**config.mk**
```make
export PLATFORM = sky130hd
export DESIGN_NAME = pss_ctrl
export DESIGN_NICKNAME = d
export VERILOG_FILES = /design/src/include/pss_pkg.sv /design/src/core/pss_ctrl.sv
export SDC_FILE = /design/constraint.sdc
export NUM_CORES = 1
export LEC_CHECK = 0
export BUFFER_PORTS_ARGS = -buffer_cell sky130_fd_sc_hd__buf_2
export CAP_MARGIN = 20
export CORE_UTILIZATION = 33
export CTS_CLUSTER_SIZE = 8
export DETAILED_ROUTE_END_ITERATION = 8
export PLACE_DENSITY_LB_ADDON = 0.25
export RECOVER_POWER = 50
export SLEW_MARGIN = 40
export SYNTH_ARGS = -nofsm -noshare
export SYNTH_HDL_FRONTEND = slang
export SYNTH_SLANG_ARGS = --single-unit
```
**constraint.sdc**
```tcl
create_clock -name I_MCLK -period 4.5 [get_ports I_MCLK]
set_input_delay 0.225 -clock I_MCLK [delete_from_list [all_inputs] [get_ports I_MCLK]]
set_output_delay 0.225 -clock I_MCLK [all_outputs]
set_load 0.005 [all_outputs]
```
**src/include/pss_pkg.sv**
```systemverilog
// package of constants and types for the power sequence and phase control block
package pss_pkg;
  localparam int          NUM_RES      = 6;
  localparam int          SEQ_DEPTH    = 8;
  localparam int          DLY_W        = 16;
  localparam int          CLK_MHZ      = 200;
  localparam int          RST_DLY_US   = 1;
  localparam int          RST_DLY_CYC  = RST_DLY_US * CLK_MHZ;
  localparam logic [15:0] RST_DLY_RST  = 16'(RST_DLY_CYC);
  localparam int          NUM_PH       = 4;
  localparam int          PH_PERIOD    = 40;
  localparam int          PH_SPACING   = PH_PERIOD / NUM_PH;
  localparam logic [7:0]  LOAD_ADD_TH  = 8'h80;
  localparam logic [7:0]  LOAD_SHED_TH = 8'h40;
  localparam logic [7:0]  LOAD_PWM_TH  = 8'h10;
  localparam logic [1:0]  ST_STANDBY   = 2'h0;
  localparam logic [1:0]  ST_ACTIVE    = 2'h1;
  localparam logic [1:0]  ST_MCU_ONLY  = 2'h2;
  localparam logic [1:0]  ST_DEEP_SLP  = 2'h3;
  localparam logic [3:0]  ADR_CTRL     = 4'h0;
  localparam logic [3:0]  ADR_STATUS   = 4'h1;
  localparam logic [3:0]  ADR_RSTDLY   = 4'h2;
  localparam logic [3:0]  ADR_USED     = 4'h3;
  localparam logic [3:0]  ADR_SEQ_IDX  = 4'h4;
  localparam logic [3:0]  ADR_SEQ_DAT  = 4'h5;
  localparam logic [3:0]  ADR_BUCK     = 4'h6;
  localparam int          CTL_MASK_B   = 0;
  localparam int          CTL_MON_B    = 1;
  localparam int          CTL_TGT_B    = 2;
  localparam int          CTL_NVM_B    = 4;
  localparam int          CTL_CLR_B    = 5;
  localparam int          BK_FPWM_B    = 0;
  localparam int          BK_FMP_B     = 1;
  typedef enum logic [5:0] {
    S_NOSUP  = 6'b000001,
    S_OFF    = 6'b000010,
    S_UP     = 6'b000100,
    S_RSTDLY = 6'b001000,
    S_ON     = 6'b010000,
    S_DOWN   = 6'b100000
  } pss_state_e;
endpackage

```
**src/core/pss_ctrl.sv**
```systemverilog
// power sequencer, supply-detect start-up and buck mode control
`timescale 1ns/10ps
module pss_ctrl (
  // clock, reset, enable
  input  wire logic                          I_MCLK,
  input  wire logic                          I_SRST,
  input  wire logic                          I_CE,
  // register port
  input  wire logic [3:0]                    I_ADDR,
  input  wire logic [31:0]                   I_WDATA,
  input  wire logic                          I_WR,
  input  wire logic                          I_RD,
  output logic      [31:0]                   O_RDATA,
  // requests and pins
  input  wire logic                          I_ON_REQ,
  input  wire logic                          I_OFF_REQ,
  input  wire logic                          I_ENABLE_PIN,
  input  wire logic                          I_ENABLE_ON_GPIO,
  input  wire logic                          I_SUPPLY_PRESENT,
  input  wire logic                          I_UV_OK,
  input  wire logic                          I_SLEEP_REQUEST_ONE,
  input  wire logic                          I_SLEEP_REQUEST_TWO,
  input  wire logic [7:0]                    I_LOAD_LEVEL,
  // outputs
  output logic      [pss_pkg::NUM_RES-1:0]   O_RES_EN,
  output logic                               O_MCU_RESET_OUTPUT_N,
  output logic                               O_SOC_RESET_OUTPUT_N,
  output logic                               O_SUPPLY_DETECT_EVENT_FLAG,
  output logic      [1:0]                    O_OP_STATE,
  output logic                               O_SEQ_DONE,
  output logic                               O_PWM_MODE,
  output logic      [pss_pkg::NUM_PH-1:0]    O_PHASE_EN,
  output logic      [pss_pkg::NUM_PH-1:0]    O_PHASE_PULSE
);
  import pss_pkg::*;

  pss_state_e                 state;
  logic [NUM_RES-1:0]         seq_res [SEQ_DEPTH];
  logic [DLY_W-1:0]           seq_dly [SEQ_DEPTH];
  logic [2:0]                 seq_idx;
  logic [2:0]                 step;
  logic [2:0]                 last_step;
  logic [DLY_W-1:0]           cnt;
  logic [15:0]                rst_dly;
  logic [NUM_RES-1:0]         used;
  logic [NUM_RES-1:0]         seq_out;
  logic [NUM_RES-1:0]         mcu_res;
  logic                       supply_detect_autostart_mask;
  logic                       input_supply_monitor_enable;
  logic [1:0]                 startup_target_state;
  logic                       nvm_loaded;
  logic                       forced_pwm_select;
  logic                       forced_multiphase_select;
  logic                       clr_flag;
  logic [2:0]                 en_sy, s1_sy, s2_sy, uv_sy, sp_sy;
  logic                       en_f, s1_f, s2_f, uv_f, sp_f;
  logic                       armed;
  logic [5:0]                 ph_cnt;
  logic [2:0]                 nph;

  // filtered pin: second and third stage agree, else hold
  function automatic logic filt(input logic [2:0] sy, input logic prev);
    filt = (sy[1] == sy[2]) ? sy[2] : prev;
  endfunction

  function automatic logic [1:0] sleep_target(input logic s1, input logic s2);
    if (s1 && s2) begin
      sleep_target = ST_ACTIVE;
    end else if (s2) begin
      sleep_target = ST_MCU_ONLY;
    end else begin
      sleep_target = ST_DEEP_SLP;
    end
  endfunction

  always_ff @(posedge I_MCLK) begin
    if (I_SRST) begin
      en_sy <= 3'h0;
      s1_sy <= 3'h0;
      s2_sy <= 3'h0;
      uv_sy <= 3'h0;
      sp_sy <= 3'h0;
      en_f  <= 1'b0;
      s1_f  <= 1'b0;
      s2_f  <= 1'b0;
      uv_f  <= 1'b0;
      sp_f  <= 1'b0;
    end else if (I_CE) begin
      en_sy <= {en_sy[1:0], I_ENABLE_PIN};
      s1_sy <= {s1_sy[1:0], I_SLEEP_REQUEST_ONE};
      s2_sy <= {s2_sy[1:0], I_SLEEP_REQUEST_TWO};
      uv_sy <= {uv_sy[1:0], I_UV_OK};
      sp_sy <= {sp_sy[1:0], I_SUPPLY_PRESENT};
      en_f  <= filt(en_sy, en_f);
      s1_f  <= filt(s1_sy, s1_f);
      s2_f  <= filt(s2_sy, s2_f);
      uv_f  <= filt(uv_sy, uv_f);
      sp_f  <= filt(sp_sy, sp_f);
    end
  end

  assign armed = !supply_detect_autostart_mask && (!I_ENABLE_ON_GPIO || en_f);

  // register writes
  always_ff @(posedge I_MCLK) begin
    if (I_SRST) begin
      supply_detect_autostart_mask <= 1'b1;
      input_supply_monitor_enable  <= 1'b0;
      startup_target_state         <= ST_ACTIVE;
      nvm_loaded                   <= 1'b0;
      rst_dly                      <= RST_DLY_RST;
      used                         <= '0;
      seq_idx                      <= 3'h0;
      mcu_res                      <= '0;
      forced_pwm_select            <= 1'b0;
      forced_multiphase_select     <= 1'b0;
      for (int i = 0; i < SEQ_DEPTH; i++) begin
        seq_res[i] <= '0;
        seq_dly[i] <= '0;
      end
    end else if (I_CE && I_WR) begin
      case (I_ADDR)
        ADR_CTRL: begin
          supply_detect_autostart_mask <= I_WDATA[CTL_MASK_B];
          input_supply_monitor_enable  <= I_WDATA[CTL_MON_B];
          startup_target_state         <= I_WDATA[CTL_TGT_B +: 2];
          nvm_loaded                   <= I_WDATA[CTL_NVM_B] | nvm_loaded;
        end
        ADR_RSTDLY:  rst_dly <= I_WDATA[15:0];
        ADR_USED: begin
          used    <= I_WDATA[NUM_RES-1:0];
          mcu_res <= I_WDATA[8 +: NUM_RES];
        end
        ADR_SEQ_IDX: seq_idx <= I_WDATA[2:0];
        ADR_SEQ_DAT: begin
          seq_dly[seq_idx] <= I_WDATA[DLY_W-1:0];
          seq_res[seq_idx] <= I_WDATA[16 +: NUM_RES];
        end
        ADR_BUCK: begin
          forced_pwm_select        <= I_WDATA[BK_FPWM_B];
          forced_multiphase_select <= I_WDATA[BK_FMP_B];
        end
        default: begin
        end
      endcase
    end
  end

  assign clr_flag = I_CE && I_WR && (I_ADDR == ADR_CTRL) && I_WDATA[CTL_CLR_B];
  assign last_step = 3'(SEQ_DEPTH - 1);

  // main sequencer
  always_ff @(posedge I_MCLK) begin
    if (I_SRST) begin
      state                      <= S_NOSUP;
      step                       <= 3'h0;
      cnt                        <= '0;
      seq_out                    <= '0;
      O_OP_STATE                 <= ST_STANDBY;
      O_SEQ_DONE                 <= 1'b0;
      O_SUPPLY_DETECT_EVENT_FLAG <= 1'b0;
      O_MCU_RESET_OUTPUT_N       <= 1'b0;
      O_SOC_RESET_OUTPUT_N       <= 1'b0;
    end else if (I_CE) begin
      case (state)
        S_NOSUP: begin
          if (nvm_loaded && sp_f) begin
            if (armed && uv_f && input_supply_monitor_enable) begin
              O_OP_STATE                 <= startup_target_state;
              O_SUPPLY_DETECT_EVENT_FLAG <= 1'b1;
              state                      <= S_UP;
              step                       <= 3'h0;
              cnt                        <= seq_dly[0];
            end else if (!armed || !input_supply_monitor_enable) begin
              state <= S_OFF;
            end
          end
        end
        S_OFF: begin
          if (I_ON_REQ) begin
            O_OP_STATE <= ST_ACTIVE;
            state      <= S_UP;
            step       <= 3'h0;
            cnt        <= seq_dly[0];
            O_SEQ_DONE <= 1'b0;
          end
        end
        S_UP, S_DOWN: begin
          if (cnt != '0) begin
            cnt <= cnt - 1'b1;
          end else begin
            if (state == S_UP) begin
              seq_out <= seq_out | seq_res[step];
            end else begin
              seq_out <= seq_out & ~seq_res[step];
            end
            if (step == last_step) begin
              if (state == S_UP) begin
                state <= S_RSTDLY;
                cnt   <= rst_dly;
              end else begin
                state      <= S_OFF;
                O_OP_STATE <= ST_STANDBY;
                O_SEQ_DONE <= 1'b1;
              end
            end else begin
              step <= step + 1'b1;
              cnt  <= seq_dly[step + 1'b1];
            end
          end
        end
        S_RSTDLY: begin
          if (cnt != '0) begin
            cnt <= cnt - 1'b1;
          end else begin
            O_MCU_RESET_OUTPUT_N <= 1'b1;
            O_SOC_RESET_OUTPUT_N <= 1'b1;
            O_SEQ_DONE           <= 1'b1;
            state                <= S_ON;
          end
        end
        S_ON: begin
          if (I_OFF_REQ) begin
            O_MCU_RESET_OUTPUT_N <= 1'b0;
            O_SOC_RESET_OUTPUT_N <= 1'b0;
            O_SEQ_DONE           <= 1'b0;
            state                <= S_DOWN;
            step                 <= 3'h0;
            cnt                  <= seq_dly[0];
          end else if (clr_flag && O_SUPPLY_DETECT_EVENT_FLAG) begin
            O_OP_STATE                 <= sleep_target(s1_f, s2_f);
            O_SUPPLY_DETECT_EVENT_FLAG <= 1'b0;
          end
        end
        default: state <= S_NOSUP;
      endcase
    end
  end

  // unused resources stay off until completion, then MCU may drive them
  always_comb begin
    O_RES_EN = (seq_out & used) | (O_SEQ_DONE ? (mcu_res & ~used) : '0);
  end

  // buck mode: PWM decision and phase count
  always_ff @(posedge I_MCLK) begin
    if (I_SRST) begin
      O_PWM_MODE <= 1'b0;
      nph        <= 3'h1;
    end else if (I_CE) begin
      O_PWM_MODE <= forced_pwm_select || forced_multiphase_select
                    || (I_LOAD_LEVEL >= LOAD_PWM_TH);
      if (forced_multiphase_select) begin
        nph <= 3'(NUM_PH);
      end else if (!O_PWM_MODE) begin
        nph <= 3'h1;
      end else if (I_LOAD_LEVEL >= LOAD_ADD_TH && nph < 3'(NUM_PH)) begin
        nph <= nph + 1'b1;
      end else if (I_LOAD_LEVEL < LOAD_SHED_TH && nph > 3'h1) begin
        nph <= nph - 1'b1;
      end
    end
  end

  // interleave: phase k fires at k quarter periods
  always_ff @(posedge I_MCLK) begin
    if (I_SRST) begin
      ph_cnt        <= 6'h0;
      O_PHASE_EN    <= '0;
      O_PHASE_PULSE <= '0;
    end else if (I_CE) begin
      ph_cnt <= (ph_cnt == 6'(PH_PERIOD - 1)) ? 6'h0 : ph_cnt + 1'b1;
      for (int k = 0; k < NUM_PH; k++) begin
        O_PHASE_EN[k]    <= (3'(k) < nph) && O_PWM_MODE;
        O_PHASE_PULSE[k] <= (ph_cnt == 6'(k * PH_SPACING)) && (3'(k) < nph)
                            && O_PWM_MODE;
      end
    end
  end

  // register reads
  always_ff @(posedge I_MCLK) begin
    if (I_SRST) begin
      O_RDATA <= 32'h0;
    end else if (I_CE && I_RD) begin
      case (I_ADDR)
        ADR_CTRL:   O_RDATA <= {26'h0, 1'b0, nvm_loaded, startup_target_state,
                                input_supply_monitor_enable, supply_detect_autostart_mask};
        ADR_STATUS: O_RDATA <= {18'h0, state, 1'b0, step, O_SUPPLY_DETECT_EVENT_FLAG,
                                O_SEQ_DONE, O_OP_STATE};
        ADR_RSTDLY: O_RDATA <= {16'h0, rst_dly};
        ADR_USED:   O_RDATA <= {18'h0, mcu_res, 2'h0, used};
        ADR_SEQ_IDX: O_RDATA <= {29'h0, seq_idx};
        ADR_SEQ_DAT: O_RDATA <= {10'h0, seq_res[seq_idx], seq_dly[seq_idx]};
        ADR_BUCK:   O_RDATA <= {25'h0, nph, 2'h0, forced_multiphase_select, forced_pwm_select};
        default:    O_RDATA <= 32'h0;
      endcase
    end
  end

  property p_reset_after_seq;
    @(posedge I_MCLK) disable iff (I_SRST)
      $rose(O_MCU_RESET_OUTPUT_N) |-> $past(state) == S_RSTDLY && O_SOC_RESET_OUTPUT_N;
  endproperty
  a_reset_after_seq: assert property (p_reset_after_seq) else $error("reset released early");

  property p_up_only_on;
    @(posedge I_MCLK) disable iff (I_SRST)
      (state == S_OFF && I_CE && !I_ON_REQ) |=> state != S_UP;
  endproperty
  a_up_only_on: assert property (p_up_only_on) else $error("up without on request");

  property p_down_on_off;
    @(posedge I_MCLK) disable iff (I_SRST)
      (state == S_ON && I_CE && I_OFF_REQ) |=> state == S_DOWN;
  endproperty
  a_down_on_off: assert property (p_down_on_off) else $error("off request ignored");

  property p_unused_off;
    @(posedge I_MCLK) disable iff (I_SRST)
      !O_SEQ_DONE |-> (O_RES_EN & ~used) == '0;
  endproperty
  a_unused_off: assert property (p_unused_off) else $error("unused resource on");

  property p_nvm_gate;
    @(posedge I_MCLK) disable iff (I_SRST)
      (state == S_NOSUP && !nvm_loaded) |=> state == S_NOSUP;
  endproperty
  a_nvm_gate: assert property (p_nvm_gate) else $error("left no-supply before load");

  property p_fpwm;
    @(posedge I_MCLK) disable iff (I_SRST)
      (forced_pwm_select && I_CE) |=> O_PWM_MODE;
  endproperty
  a_fpwm: assert property (p_fpwm) else $error("pfm while forced pwm");

  property p_fmp;
    @(posedge I_MCLK) disable iff (I_SRST)
      (forced_multiphase_select && I_CE) [*2] |=> O_PHASE_EN == '1;
  endproperty
  a_fmp: assert property (p_fmp) else $error("phase off in forced multiphase");

  property p_step_delay;
    @(posedge I_MCLK) disable iff (I_SRST)
      ((state == S_UP) && I_CE && cnt != '0) |=> $stable(seq_out);
  endproperty
  a_step_delay: assert property (p_step_delay) else $error("step applied before delay");
endmodule

```
==> results of run 1 <==
-- area by class of cell --
type                            instances  area, um2
Tap cell                              664        831
Sequential cell                       316       8100
Fill cell                            4790      30300
Antenna cell                            1       2.50
Multi-Input combinational cell        990       7660
Clock inverter                          2       17.5
Timing Repair Buffer                  128        708
Clock buffer                           64       1210
Inverter                               15       56.3
-- cells in the final DEF (no fill, tap or decap), types with 10 or more instances in the layout --
master / instances
a211oi_1: 10
a21oi_1: 52
a22oi_1: 32
and2_0: 60
and2_1: 120
buf_2: 55
buf_4: 23
clkbuf_1: 57
clkbuf_16: 45
conb_1: 10
dfxtp_1: 136
edfxtp_1: 176
inv_1: 14
mux2_2: 22
mux2i_1: 79
mux4_2: 85
nand2_1: 108
nand2b_1: 11
nand3_1: 21
nor2_1: 116
nor2b_1: 16
nor3_1: 19
o21ai_0: 51
-- cell families (layout without fill, tap and decap cells) --
kind of cell               count (synthesis)  in the layout  synth area share [%]
AOI/OAI and AO/OA                        242            242                  9.85
xor gates and xnor gates                   9              9                 0.483
adders and majority gates                  8              8                 0.613
buffers and inverters                    135            209                  3.72
DFF                                      316            316                  49.6
muxes                                    186            186                  18.1
other                                      1             11                0.0230
and+or+nand+nor                          535            535                  17.7
-- registers in the layout, summed over array words and instances (netlist names), 2 cells and up, named ones only --
signal                cells
s1_sy                     3
en_sy                     3
uv_sy                     3
seq_idx                   3
state                     6
s2_sy                     3
rst_dly                  16
O_OP_STATE                2
ph_cnt                    6
O_PHASE_EN                4
mcu_res                   6
nph                       3
seq_res                  48
step                      3
cnt                      16
seq_dly                 128
used                      6
O_PHASE_PULSE             4
O_RDATA                  22
sp_sy                     3
startup_target_state      2
-- worst max-delay path, delay by kind of cell --
kind	cells	cell delay [ns]
AND/OR/NAND/NOR	3	1.54
buffers and inverters	2	1.02
AO/OA/AOI/OAI	1	0.90
-- path summary, 6_finish.rpt --
path / cells after the start / to / slack (ns) / startpoint
setup / recovery: 6 / seq_dly[3][15] / 0.99 / I_ADDR[1]
hold / removal: 3 / rst_dly[6] / 0.03 / I_WDATA[6]
setup reg to reg: 7 / cnt[6] / 1.49 / step[1]
hold reg to reg: 2 / sp_f / 0.45 / sp_sy[2]
-- through the flow --
stage / hold slack, ns / total power [mW]
6_report: 0.0329 / 6.85
5_1_grt: 0.0218 / 7.08
4_1_cts: 0.000375 / 6.91
3_5_place_dp: 0.447 / 3.84
3_3_place_gp: 0.447 / 3.83
2_1_floorplan: 0.349 / 3.62
-- power breakdown --
group          internal, mW  switching (mW)  leakage, nW
Clock                  1.83            1.23        0.592
Combinational         0.216           0.360         2.97
Sequential             3.13          0.0831         2.93
Total                  5.18            1.68         6.50
-- routing by layer --
metal / up-vias / part of all wire (%)
met5: - / 0.027
met4: 2 / 2.8
met3: 81 / 5.5
met2: 388 / 47
met1: 5986 / 44
li1: 5422 / -
==> run_results.csv, run 1 <==
group,metric,value,unit
floorplanning,rows,81,
place,dpl-instance-area,0.0174,mm2
route,via_per_inst,5.45,
clock_tree,cts_setup_buffers,0,
timing,setup_tns,0,ns
pwr,p_per_area,369,mW/mm2
clock_tree,clkTransAtPathRegs,0.05,ns
final_layout,syn2layout_area_growth,13.9,%
yosys,synthTopCellsByCount,"and2_1 (180), edfxtp_1 (176), dfxtp_1 (140)",
timing,fin_skew,0.0282,ns
yosys,ys_warn_count,0,
final_layout,final_layout_size_suffix_gt1_share,17.6,%
global_routing,grt_pass1_vias,11615,
setup_path,required,4.71,ns
yosys,synth_area,0.0163,mm2
place,gp_congestion,0.867,
final_layout,post-route-util,38.0,%
floorplanning,core,0.0488,mm2
clock_tree,cts_resized,0,
place,dp_slack,1.30,ns
final_layout,layout.nets,1561,
route,ant_nets,0,
timing,period_minus_slack,3.51,ns
global_routing,track_usage,19.4,%
clock_tree,numCtsBuffers,45,
pwr,p_leak,6.50,nW
pwr,ir_worst_vdd,0.243,mV
global_routing,grt_max_degree,66,
yosys,synth.most_common_cell,"and2_1",
clock_tree,postCtsHoldBufs,9,
yosys,avgSynthCellArea,11.4,um2
final_layout,fin_area,0.0186,mm2
floorplanning,die_y,224,um
global_routing,antenna_found_initial,1,
yosys,yosysTopAreaCell,"edfxtp_1",
worst_hold_path,hold_class,"input pin to flop",
timing,setup_viol_count_final,0,
clock_tree,clock_latency,0.57,ns
global_routing,grt_use_met2,31.7,%
yosys,synth.top_cell.area_share,32.4,%
yosys,postSynthCellCount,1432,
setup_path,cp_slowest_cell,"o21ai_0",
route,drtIter0Drc,1248,
outcome,violations,"max-capacitance violations, max-slew violations",
global_routing,grt_overflow,0,
setup_path,critPathMaxFanout,27,
place,place.port_buffers,85,
outcome,status,"finished with violations",
clock_tree,cts_root_buf,"clkbuf_16",
yosys,yosys_most_used_dff,"edfxtp_1",
yosys,ys_seq_area_share,49.6,%
clock_tree,cts-htree-levels,2,
global_routing,grt_first_pass_wirelength,73400,um
yosys,ys_ff_latch,316,
global_routing,use_met1,26.4,%
floorplanning,die_area,0.0503,mm2
yosys,async_flop_share,0,%
setup_path,max_stage_delay,0.90,ns
route,vias,11879,
timing,drv_slew,66,
yosys,synth.distinct_cells,85,
global_routing,met3_usage,3.10,%
setup_path,start_kind,"input pin",
floorplanning,ios,110,
timing,relSlewSlack,-86.3,%
final_layout,fin_cells,2180,
place,hpwl,33500,um
timing,fin_crit_sh,78.0,%
route,route.detailed.drc,0,
yosys,synth_edf_count,176,
job,cap_violations,1,
timing,setup_slack,0.990,ns
route,post_drt_wl_per_cell,22.4,um
global_routing,gr-max-usage-layer,"met2",
floorplanning,die_w,224,um
clock_tree,tritoncts,"done",
setup_path,arrival,3.72,ns
timing,rsz0062_at_grt,"false",
floorplanning,floorplan.initialDensity,33.4,%
setup_path,crit_chain,"clkbuf_1, or3b_1, nor3_1, nand2_1, o21ai_0, buf_4",
setup_path,crit_type,"input pin to flop",
place,dp_cells,2104,
clock_tree,clockBufferDepth,3,
clock_tree,cts.sinks,316,
timing,hold_viol_final,0,
yosys,yosys-top-cells-area,"edfxtp_1 (32%), dfxtp_1 (17%), mux4_2 (12%)",
timing,max_freq,285,MHz
setup_path,cp-end-kind,"flop",
route,drt-pass1-iter-count,5,
route,routed_wl,48900,um
timing,worstMarginPinSlew,2.79,ns
(Power assumes the default switching activity.)
==> run 2, diff against run 1 <==
--- a/config.mk
+++ b/config.mk
@@ -5,6 +5,7 @@
 export SDC_FILE = /design/constraint.sdc
 export NUM_CORES = 1
 export LEC_CHECK = 0
+export ABC_AREA = 1
 export BUFFER_PORTS_ARGS = -buffer_cell sky130_fd_sc_hd__buf_2
 export CAP_MARGIN = 20
 export CORE_UTILIZATION = 33
==> constraint.sdc (replaced) <==
create_clock -name I_MCLK -period 3.2 [get_ports I_MCLK]
set_input_delay 0.16 -clock I_MCLK [delete_from_list [all_inputs] [get_ports I_MCLK]]
set_output_delay 0.16 -clock I_MCLK [all_outputs]
set_load 0.005 [all_outputs]
==> run_results.csv, run 2 <==
group,metric,value,unit
yosys,yosys-top-cells-area,"edfxtp_1 (33%), dfxtp_1 (17%), nor2_1 (8.7%)",
pwr,p_per_area,543,mW/mm2
setup_path,r2r_setup_slack,0.75,ns
yosys,synth_edf_count,176,
worst_hold_path,worstHoldPathCells,3,
place,place.port_buffers,85,
setup_path,critPathMaxFanout,34,
yosys,synth.most_common_cell,"nor2_1",
clock_tree,postCtsHoldBufs,24,
setup_path,reg2regPathDepth,8,
outcome,violations,"max-capacitance violations, max-slew violations",
setup_path,cp-end-kind,"flop",
floorplanning,ios,110,
global_routing,grt_pass1_vias,14014,
timing,period_minus_slack,2.48,ns
global_routing,grt_overflow,0,
setup_path,crit_top_cell,"clkbuf_1",
yosys,yosysTopAreaCell,"edfxtp_1",
pwr,p_leak,7.29,nW
outcome,status,"finished with violations",
route,via_per_inst,5.32,
timing,worstMarginPinSlew,1.65,ns
place,gp_congestion,0.921,
timing,drv_slew,69,
yosys,yosys_most_used_dff,"edfxtp_1",
final_layout,n_fill_cell,4897,
yosys,ys_seq_area_share,50.2,%
timing,fin_crit_sh,77.5,%
clock_tree,cts_resized,0,
clock_tree,cts.sinks,316,
setup_path,max_stage_delay,0.85,ns
floorplanning,core,0.0479,mm2
final_layout,layout_common_cells,"nor2_1 (375), nand2_1 (346), o21ai_0 (232)",
pwr,totalPowerFinal,10.1,mW
route,vias,14887,
job,cap_violations,3,
global_routing,track_usage,22.0,%
global_routing,grt_max_degree,101,
timing,max_freq,403,MHz
worst_hold_path,hp-start,"I_WDATA[14]",
worst_hold_path,hold_class,"input pin to flop",
setup_path,crit_type,"input pin to flop",
pwr,ir_worst_vdd,0.341,mV
yosys,ys_ff_latch,316,
floorplanning,floorplan.initialDensity,33.6,%
route,drtIter0Drc,1737,
setup_path,arrival,2.93,ns
floorplanning,die_area,0.0497,mm2
setup_path,crit_chain,"clkbuf_1, clkbuf_1, clkinv_1, clkbuf_1, nor3_2, nand2_1, o21ai_0, a21oi_1",
floorplanning,die_y,223,um
timing,relSlewSlack,-9.95,%
timing,rsz0062_at_grt,"false",
route,ant_nets,0,
route,routed_wl,54900,um
route,post_drt_wl_per_cell,19.6,um
final_layout,largest_reg_flops,128,
yosys,synth.top_cell.area_share,32.8,%
timing,hold_viol_final,0,
worst_hold_path,holdPathEnd,"rst_dly[14]",
final_layout,largest_register,"seq_dly",
clock_tree,tritoncts,"done",
yosys,ys_warn_count,0,
clock_tree,cts-htree-levels,2,
yosys,async_flop_share,0,%
setup_path,required,3.65,ns
clock_tree,cts_setup_buffers,0,
yosys,synthTopCellsByCount,"nor2_1 (374), nand2_1 (346), o21ai_0 (232)",
final_layout,antenna_cells,0,
final_layout,syn2layout_area_growth,15.7,%
place,hpwl,37500,um
clock_tree,clock_latency,0.58,ns
route,route.detailed.drc,0,
clock_tree,cts_root_buf,"clkbuf_16",
route,drt-pass1-iter-count,6,
final_layout,top_regs,"seq_dly x128, seq_res x48, O_RDATA x22",
global_routing,antenna_found_initial,0,
timing,setup_viol_count_final,0,
setup_path,r2r-end,"O_RDATA[3]",
final_layout,layout.nets,2221,
final_layout,final_layout_size_suffix_gt1_share,8.38,%
yosys,postSynthCellCount,2067,
setup_path,cp_slowest_cell,"clkbuf_1",
timing,setup_tns,0,ns
clock_tree,numCtsBuffers,45,
setup_path,start_kind,"input pin",
yosys,avgSynthCellArea,7.79,um2
timing,fin_skew,0.0208,ns
global_routing,grt_first_pass_wirelength,82900,um
clock_tree,clkTransAtPathRegs,0.05,ns
yosys,synth_area,0.0161,mm2
floorplanning,rows,80,
final_layout,final_common_cell,"nor2_1",
clock_tree,clockBufferDepth,3,
yosys,synth.distinct_cells,46,
floorplanning,die_w,223,um
==> run 2: cell count changes in the layout (fill, tap and decap cells not counted), moves of 17 or more <==
cell | before | now
mux2_2 | 22 | 0
and2_0 | 60 | 0
mux2i_1 | 79 | 1
clkinv_1 | 1 | 18
a21oi_1 | 52 | 169
nor2_1 | 116 | 375
o211ai_1 | 5 | 70
and2_1 | 120 | 0
mux4_2 | 85 | 0
nand3_1 | 21 | 150
inv_1 | 14 | 158
o21ai_0 | 51 | 232
nand2_1 | 108 | 346
a22oi_1 | 32 | 0
==> run 2: worst max-delay path by stage <==
stage | start | cells past startpoint | endpoint
6_report | I_CE | 8 | flop
5_1_grt | I_CE | 8 | flop
4_1_cts | flop | 8 | O_RDATA[3]
3_5_place_dp | flop | 8 | O_RDATA[3]
3_3_place_gp | flop | 8 | O_RDATA[3]
2_1_floorplan | I_CE | 8 | seq_dly[0][0]
==> run 2: worst max-delay path, delay by kind of cell <==
family | cells | cell delay [ns]
buffers and inverters | 4 | 1.79
AO/OA/AOI/OAI | 2 | 0.22
AND/OR/NAND/NOR | 2 | 0.75
==> run 2: final cells by class <==
cell class                      count  area, um2  share of cell area, %
Multi-Input combinational cell   1448       6780                   36.4
Tap cell                          615        769                   4.13
Inverter                          181        684                   3.67
Clock inverter                      1       16.3                 0.0873
Timing Repair Buffer              164       1020                   5.49
Sequential cell                   316       8100                   43.4
Clock buffer                       74       1270                   6.79
==> run 2: through the flow <==
| step | cells | area [um2] | hold WS [ns] | util (%) | setup WS [ns] |
|---|---|---|---|---|---|
| after floorplan | 2076 | 16100 | 0.286 | - | 1.12 |
| after detailed placement | 2700 | 17200 | 0.398 | 35.9 | 0.836 |
| after CTS | 2799 | 18700 | 0.00566 | 39.1 | 0.801 |
| final | 2799 | 18600 | 0.0330 | 38.9 | 0.721 |
| after global routing | 2799 | 18600 | 0.0358 | 38.9 | 0.350 |
| after global placement | 2700 | 17200 | 0.393 | 35.9 | 0.853 |
==> run 2: logic make-up (layout without fill, tap and decap cells) <==
| family | after synthesis | in the layout | share of synthesized area, % |
|---|---|---|---|
| and+or+nand+nor | 907 | 907 | 23.2 |
| AOI/OAI and AO/OA | 511 | 511 | 17.4 |
| DFF | 316 | 316 | 50.2 |
| buffers and inverters | 312 | 420 | 7.85 |
| xor gates and xnor gates | 11 | 11 | 0.598 |
| adders and majority gates | 8 | 8 | 0.621 |
| other | 1 | 10 | 0.0233 |
| muxes | 1 | 1 | 0.0621 |
==> run 2: per-layer routing <==
layer | track usage [%] | wire [um] | up-vias
met2 | 37.0 | 26100 | 663
met1 | 28.1 | 22700 | 7007
met3 | 4.50 | 4540 | 95
met4 | 7.10 | 1530 | 0
li1 | - | - | 7122
met5 | 0 | 0 | -
==> run 2: power by group <==
part | switching, mW | leakage [nW] | total, mW | internal (mW)
Clock | 1.80 | 0.613 | 4.46 | 2.66
Combinational | 0.799 | 3.73 | 1.15 | 0.346
Sequential | 0.101 | 2.95 | 4.51 | 4.41
Total | 2.70 | 7.29 | 10.1 | 7.42
